[config.mk]
export PLATFORM = sky130hd
export DESIGN_NAME = sdls_sequencer
export DESIGN_NICKNAME = d
export VERILOG_FILES = /design/src/sdls_pkg.sv /design/src/sdls_thermal_if.sv /design/src/sdls_sequencer.sv /design/src/sdls_thermal_gate.sv
export VERILOG_INCLUDE_DIRS = /design/src
export SDC_FILE = /design/constraint.sdc
export NUM_CORES = 1
export LEC_CHECK = 0
export ABC_AREA = 1
export BUFFER_PORTS_ARGS = -buffer_cell sky130_fd_sc_hd__buf_2
export CAP_MARGIN = 20
export CORE_UTILIZATION = 59
export DETAILED_ROUTE_END_ITERATION = 12
export PLACE_DENSITY_LB_ADDON = 0.3
export SLEW_MARGIN = 10
export SYNTH_ARGS = -nofsm -noshare
export SYNTH_HDL_FRONTEND = slang
export SYNTH_SLANG_ARGS = --single-unit
[constraint.sdc]
create_clock -name core_clk -period 1.9 [get_ports core_clk]
set_clock_uncertainty 0.05 [all_clocks]
set_input_delay 0.095 -clock core_clk [delete_from_list [all_inputs] [get_ports core_clk]]
set_output_delay 0.095 -clock core_clk [all_outputs]
set_load 0.05 [all_outputs]
[src/sdls_consts.svh]
`ifndef SDLS_CONSTS_SVH
`define SDLS_CONSTS_SVH

// ************************************************************
// Timing
// ************************************************************
`define SDLS_CLK_HZ 125000000
`define SDLS_MS_PER_S 1000
`define SDLS_CYCLES_PER_MS (`SDLS_CLK_HZ / `SDLS_MS_PER_S)
`define SDLS_OFF_LIMIT_S 2
`define SDLS_OFF_LIMIT_MS (`SDLS_OFF_LIMIT_S * `SDLS_MS_PER_S)

// ************************************************************
// Level ratios in percent of nominal current
// ************************************************************
`define SDLS_RATIO_FULL 7'h64
`define SDLS_RATIO_M1_L2 7'h32
`define SDLS_RATIO_M1_L3 7'h14
`define SDLS_RATIO_M2_L2 7'h3C
`define SDLS_RATIO_M2_L3 7'h1E
`define SDLS_RATIO_M3_L2 7'h1E

// ************************************************************
// Thermal thresholds in degrees C and kelvin
// ************************************************************
`define SDLS_TEMP_TRIP 8'h96
`define SDLS_TEMP_HYST 8'h14

`endif

[src/sdls_pkg.sv]
`default_nettype none

package sdls_pkg;
   typedef enum logic [1:0] {
      SDLS_MODE_NONE,
      SDLS_MODE_1,
      SDLS_MODE_2,
      SDLS_MODE_3
   } sdls_mode_t;

   typedef enum logic [1:0] {
      SDLS_LEVEL1,
      SDLS_LEVEL2,
      SDLS_LEVEL3
   } sdls_step_t;

   typedef logic [7:0] sdls_temp_t;
   typedef logic [6:0] sdls_ratio_t;
endpackage

`default_nettype wire

[src/sdls_thermal_if.sv]
`default_nettype none

interface sdls_thermal_if;
   import sdls_pkg::*;
   sdls_temp_t die_temp;
   logic over_temp;

   modport seq (output die_temp, input over_temp);
   modport gate (input die_temp, output over_temp);
endinterface

`default_nettype wire

[src/sdls_sequencer.sv]
// Overview of operation
// RULE1: After power-up reset the level is full nominal current.
// RULE2: Each dimming switch action advances to the next level of the mode.
// RULE3: A dimming action at the lowest level wraps back to full current.
// RULE4: Supply off longer than the timeout clears the level to full.
// RULE5: Off-time over 2 s is a normal switch, under 2 s a dimming one.
// RULE6: Normal switch or both selects floating forces full current.
// RULE7: Select pins decode into modes 1, 2 and 3 with their ratios.
// RULE8: Mode 2 steps full, 60 percent, 30 percent, then full again.
// RULE9: Off-time keeps being measured while supply is absent.
// RULE10: Over-temperature above the trip point stops the output.
// RULE11: Output resumes only below trip point minus 20 K.
// RULE12: Level leaves as a ratio code; thermal state gates switch drive.
`include "sdls_consts.svh"
`default_nettype none

module sdls_sequencer #(
   parameter int unsigned CYCLES_PER_MS = `SDLS_CYCLES_PER_MS,
   parameter int unsigned OFF_LIMIT_MS = `SDLS_OFF_LIMIT_MS
) (
   // Clock and power-up reset
   input wire logic core_clk,
   input wire logic reset_n,
   // Pins: supply sense, level selects (1 = floating), die temperature
   input wire logic supply_sense,
   input wire logic level_select_a,
   input wire logic level_select_b,
   input wire sdls_pkg::sdls_temp_t die_temp,
   // To the current loop and output switch
   output sdls_pkg::sdls_ratio_t level_ratio,
   output logic switch_drive_enable
);
   import sdls_pkg::*;

   localparam int DIV_W = $clog2(CYCLES_PER_MS);
   localparam int OFF_W = $clog2(OFF_LIMIT_MS + 1);

   // ************************************************************
   // Pin synchronisers
   // ************************************************************
   // Temperature moves far slower than the clock, so a bitwise
   // two-flop capture is adequate; a torn code lasts one cycle.
   logic sync_supply, supply_on;
   logic sync_sel_a, sel_a, sync_sel_b, sel_b;
   sdls_temp_t sync_temp, temp_q;

   always_ff @(posedge core_clk) begin
      if (!reset_n) begin
         sync_supply <= 1'b0;
         supply_on <= 1'b0;
         sync_sel_a <= 1'b1;
         sel_a <= 1'b1;
         sync_sel_b <= 1'b1;
         sel_b <= 1'b1;
         sync_temp <= 8'h00;
         temp_q <= 8'h00;
      end else begin
         sync_supply <= supply_sense;
         supply_on <= sync_supply;
         sync_sel_a <= level_select_a;
         sel_a <= sync_sel_a;
         sync_sel_b <= level_select_b;
         sel_b <= sync_sel_b;
         sync_temp <= die_temp;
         temp_q <= sync_temp;
      end
   end

   // ************************************************************
   // Thermal gate
   // ************************************************************
   sdls_thermal_if thermal ();
   assign thermal.die_temp = temp_q;

   sdls_thermal_gate u_thermal (
      .core_clk (core_clk),
      .reset_n (reset_n),
      .thermal (thermal)
   );

   // ************************************************************
   // Mode decode
   // ************************************************************
   sdls_mode_t mode;

   always_comb begin
      unique case ({sel_a, sel_b}) // RULE7
         2'b11: mode = SDLS_MODE_NONE;
         2'b10: mode = SDLS_MODE_1;
         2'b01: mode = SDLS_MODE_2;
         2'b00: mode = SDLS_MODE_3;
      endcase
   end

   // ************************************************************
   // Off-time measurement and level stepping
   // ************************************************************
   logic [DIV_W-1:0] ms_div, next_ms_div;
   logic [OFF_W-1:0] off_ms, next_off_ms;
   logic expired, next_expired;
   logic seen_off, next_seen_off;
   logic supply_prev, next_supply_prev;
   sdls_step_t step, next_step;
   sdls_ratio_t next_level_ratio;
   logic next_drive;
   logic supply_rise, supply_fall, ms_tick, off_full;

   assign supply_rise = supply_on && !supply_prev;
   assign supply_fall = !supply_on && supply_prev;
   assign ms_tick = ms_div == DIV_W'(CYCLES_PER_MS - 1);
   assign off_full = off_ms == OFF_W'(OFF_LIMIT_MS);

   always_comb begin
      next_ms_div = ms_div;
      next_off_ms = off_ms;
      next_expired = expired;
      next_seen_off = seen_off;
      next_supply_prev = supply_on;
      next_step = step;
      if (supply_fall) begin
         next_ms_div = '0;
         next_off_ms = '0;
         next_expired = 1'b0;
         next_seen_off = 1'b1;
      end else if (!supply_on) begin
         // Runs on stored charge; counting continues while off
         next_ms_div = ms_tick ? '0 : ms_div + 1'b1; // RULE9
         if (ms_tick && !off_full) begin
            next_off_ms = off_ms + 1'b1; // RULE9
         end
         if (ms_tick && off_full) begin
            next_expired = 1'b1; // RULE5
         end
      end
      if (expired) begin
         next_step = SDLS_LEVEL1; // RULE4
      end
      // First power-up is not a switch action: a fall must come first
      if (supply_rise && seen_off && !expired) begin
         unique case (step) // RULE2
            SDLS_LEVEL1: next_step = SDLS_LEVEL2;
            SDLS_LEVEL2: next_step = (mode == SDLS_MODE_3) ?
                                     SDLS_LEVEL1 : SDLS_LEVEL3; // RULE3
            SDLS_LEVEL3: next_step = SDLS_LEVEL1; // RULE3
            default: next_step = SDLS_LEVEL1;
         endcase
      end
      if (mode == SDLS_MODE_NONE) begin
         next_step = SDLS_LEVEL1; // RULE6
      end
   end

   always_comb begin
      next_level_ratio = `SDLS_RATIO_FULL;
      unique case (step) // RULE12
         SDLS_LEVEL1: next_level_ratio = `SDLS_RATIO_FULL;
         SDLS_LEVEL2: begin
            unique case (mode)
               SDLS_MODE_1: next_level_ratio = `SDLS_RATIO_M1_L2;
               SDLS_MODE_2: next_level_ratio = `SDLS_RATIO_M2_L2; // RULE8
               SDLS_MODE_3: next_level_ratio = `SDLS_RATIO_M3_L2;
               SDLS_MODE_NONE: next_level_ratio = `SDLS_RATIO_FULL;
            endcase
         end
         SDLS_LEVEL3: begin
            unique case (mode)
               SDLS_MODE_1: next_level_ratio = `SDLS_RATIO_M1_L3;
               SDLS_MODE_2: next_level_ratio = `SDLS_RATIO_M2_L3; // RULE8
               SDLS_MODE_3, SDLS_MODE_NONE:
                  next_level_ratio = `SDLS_RATIO_FULL;
            endcase
         end
         default: next_level_ratio = `SDLS_RATIO_FULL;
      endcase
      next_drive = supply_on && !thermal.over_temp; // RULE12
   end

   always_ff @(posedge core_clk) begin
      if (!reset_n) begin
         ms_div <= '0;
         off_ms <= '0;
         expired <= 1'b0;
         seen_off <= 1'b0;
         supply_prev <= 1'b0;
         step <= SDLS_LEVEL1; // RULE1
         level_ratio <= `SDLS_RATIO_FULL; // RULE1
         switch_drive_enable <= 1'b0;
      end else begin
         ms_div <= next_ms_div;
         off_ms <= next_off_ms;
         expired <= next_expired;
         seen_off <= next_seen_off;
         supply_prev <= next_supply_prev;
         step <= next_step;
         level_ratio <= next_level_ratio;
         switch_drive_enable <= next_drive;
      end
   end
endmodule

`default_nettype wire

[src/sdls_thermal_gate.sv]
`include "sdls_consts.svh"
`default_nettype none

module sdls_thermal_gate (
   // Clock and reset
   input wire logic core_clk,
   input wire logic reset_n,
   // Temperature in, shutdown out
   sdls_thermal_if.gate thermal
);
   import sdls_pkg::*;

   logic over_temp;
   logic next_over_temp;
   sdls_temp_t release_point;

   assign release_point = `SDLS_TEMP_TRIP - `SDLS_TEMP_HYST;

   // ************************************************************
   // Shutdown with hysteresis
   // ************************************************************
   always_comb begin
      next_over_temp = over_temp;
      if (thermal.die_temp > `SDLS_TEMP_TRIP) begin
         next_over_temp = 1'b1; // RULE10
      end else if (thermal.die_temp < release_point) begin
         next_over_temp = 1'b0; // RULE11
      end
   end

   always_ff @(posedge core_clk) begin
      if (!reset_n) begin
         over_temp <= 1'b0;
      end else begin
         over_temp <= next_over_temp;
      end
   end

   assign thermal.over_temp = over_temp;
endmodule

`default_nettype wire

==> results.toml <==
[yosys]
syn_avg_cell_area_um2 = 7.186
synth_seq_cells = 63
yosysTopAreaCell = "dfxtp_1"
synth.distinct_cells = 27
synth_area_leaders = "dfxtp_1 (45%), nand2_1 (12%), inv_1 (8.9%)"
syn-num-nets = 419
yosysWarnings = 0
seq_area_frac_synth_pct = 44.54
synth.cell_area_um2 = 2831
synth_cells = 394
synth_top_area_share_pct = 44.54

[run]
maxCapViolCount = 0

[timing]
finalCritPeriodShare_pct = 85.20
hold_viol_final = 0
fmax_mhz = 617.8
finalSetupViolCount = 0
rsz0062_at_grt = "no"
period_minus_slack_ns = 1.619
hold_ws_ns = 0.3631
drv_slew = 0
setup_tns_ns = 0

[floorplanning]
die_width_um = 71.28
fp.dieH_um = 71.28
start_util_pct = 63.28
row_count = 24
pin_count = 21
die_area_um2 = 5080
core_area_um2 = 4474

[pwr]
power.total_mw = 2.677
p_leak_nw = 1.478
power.density_nw_per_um2 = 809.3
vdd_drop_max_mv = 0.6318

[finish]
fill_cells = 349
antenna_cells = 0
fin_nets = 458
layout-drive-gt1-share_pct = 12.33
stdcell_count = 490
area_growth_pct = 16.84

[setup_path]
required_ns = 2.08
cp_cell_sequence = "ha_1 -> nand2_1 -> nor2_1 -> nand2_1 -> nor2_2 -> buf_4 -> nand3_1 -> nor2_1 -> nor2_1"
critPathSlowestCell = "dfxtp_1"
cp-end-kind = "flip-flop"
cp_num_buf_inv = 1
cp-start-kind = "flip-flop"
cpMostUsedCell = "nor2_1"
arrival_ns = 1.80
path_class = "flip-flop to flip-flop"
critPathMaxStageDelay_ns = 0.36
crit_family = "simple AND/OR/NAND/NOR gates"
cp_max_fo = 11

[clocking]
clock_path_buffers = 2
post_cts_resized = 0
h-tree-depth = 3
tritoncts = "yes"
cts_buffers = 9
postCtsSetupBuffers = 0
ctsHoldBuffers = 12
clkTransAtPathRegs_ns = 0.07
root_buffer = "clkbuf_8"
cts_sinks = 63
worst_skew_pair.late_latency_ns = 0.34

[global_route]
grt_max_degree = 20
grt_pass1_wl_mm = 9.183
antenna_found_initial = 0
grt_overflow_total = 0
gr-usage-all-layers_pct = 23.32
grt_pass1_vias = 2182

[routing]
top_layer = "met4"
drcViolationCount = 1
wl_met2_mm = 2.671
met3_wirelength_um = 250
vias = 2441
wl_met1_mm = 2.414
wl_per_cell_um = 11.01
totalWireLength_mm = 5.393
drtPass1Iterations = 8
drtAntennaViolNets = 0
drtIter0Drc = 134
routed_via_density = 4.982

[placement]
portBuffers = 19
dp_hpwl_mm = 3.589
routabilityCongestion = 0.8518
dp.cells = 462

[outcome]
violations = "DRC"
status = "finished with violations"

[min_path]
hp-class = "flip-flop to flip-flop"
metal layers:
metal | vias to the layer above | global-route usage (%)
met1 | 1084 | 27.26
li1 | 1289 | -
met2 | 62 | 39.58
met5 | - | 0
met4 | 0 | 9.778
met3 | 6 | 7.314
stage by stage:
step,util [%],worst slack (ns),area [um2]
2_1_floorplan,-,0.4838,2831
3_3_place_gp,66.58,0.3703,2979
3_5_place_dp,66.58,0.3056,2979
4_1_cts,73.94,0.2883,3308
5_1_grt,73.94,0.1861,3308
6_report,73.94,0.2813,3308
worst paths after layout:
kind / start / endpoint / slack [ns] / cells past startpoint
worst max register to register: ms_div[0]$_SDFFE_PP0N_ / off_ms[3]$_SDFFE_PP0P_ / 0.28 / 9
worst min register to register: temp_q[7]$_SDFF_PN0_ / u_thermal.thermal.over_temp$_SDFFE_PN0P_ / 0.36 / 2
worst max-delay path: ms_div[0]$_SDFFE_PP0N_ / off_ms[3]$_SDFFE_PP0P_ / 0.28 / 9
worst min-delay path: temp_q[7]$_SDFF_PN0_ / u_thermal.thermal.over_temp$_SDFFE_PN0P_ / 0.36 / 2
kinds of logic after synthesis:
kind of cell | after synthesis | share of synthesized area [%]
flops | 63 | 44.54
xor+xnor | 6 | 1.856
fa+ha+maj | 12 | 5.303
other cells | 1 | 0.1324
simple gates | 210 | 32.70
buf+inv | 78 | 11.05
compound gates | 24 | 4.419
placed cells by master, fill, tap and decap left out, types with 12 or more instances in the layout:
master,n
ha_1,12
nand3_1,23
dlygate4sd3_1,12
a21oi_1,16
dfxtp_1,63
nand2_1,91
buf_2,19
inv_1,67
nor2_1,57
area by class of cell:
type | count | area (um2) | area share (%)
tap | 52 | 65.06 | 1.967
inverter | 70 | 262.8 | 7.943
sequential | 63 | 1261 | 38.12
timing repair buffer | 36 | 252.7 | 7.640
clock inverter | 4 | 53.80 | 1.626
multi-input combinational | 253 | 1257 | 38.01
clock buffer | 12 | 155.1 | 4.690
power breakdown:
part | switching, mW | internal, mW
clock network | 0.507 | 0.680
registers | 0.0143 | 1.35
logic | 0.0705 | 0.0551
cell usage after synthesis:
library cell  count
conb_1            1
inv_1            67
nor2_2            3
nand3_2           2
clkbuf_1          3
xor2_1            6
nor3b_1           4
buf_6             1
clkinv_1          1
nor2_4            2
nand4_1          11
inv_2             2
o21ai_0           6
ha_1             12
o211ai_1          1
nor2_1           57
nor3_1           10
nand3_1          23
nand2_2           1
dfxtp_1          63
a22oi_1           1
buf_4             3
or2_2             5
nand3b_1          1
a21oi_1          16
nand2_1          91
buf_2             1
sequential cells by signal (all words and copies together) (netlist names):
name                         flops
ms_div                          17
off_ms                          11
sync_temp                        8
temp_q                           8
level_ratio                      6
step                             2
expired                          1
next_supply_prev                 1
seen_off                         1
sel_a                            1
sel_b                            1
supply_prev                      1
switch_drive_enable              1
sync_sel_a                       1
sync_sel_b                       1
sync_supply                      1
u_thermal.thermal.over_temp      1
worst register-to-register path, stage by stage, from the launching register on:
cell     delay (ns)
dfxtp_1        0.36
ha_1           0.20
nand2_1        0.06
nor2_1         0.12
nand2_1        0.08
nor2_2         0.12
buf_4          0.18
nand3_1        0.17
nor2_1         0.14
nor2_1         0.05
Note: power is estimated with default switching activity, not from simulation.
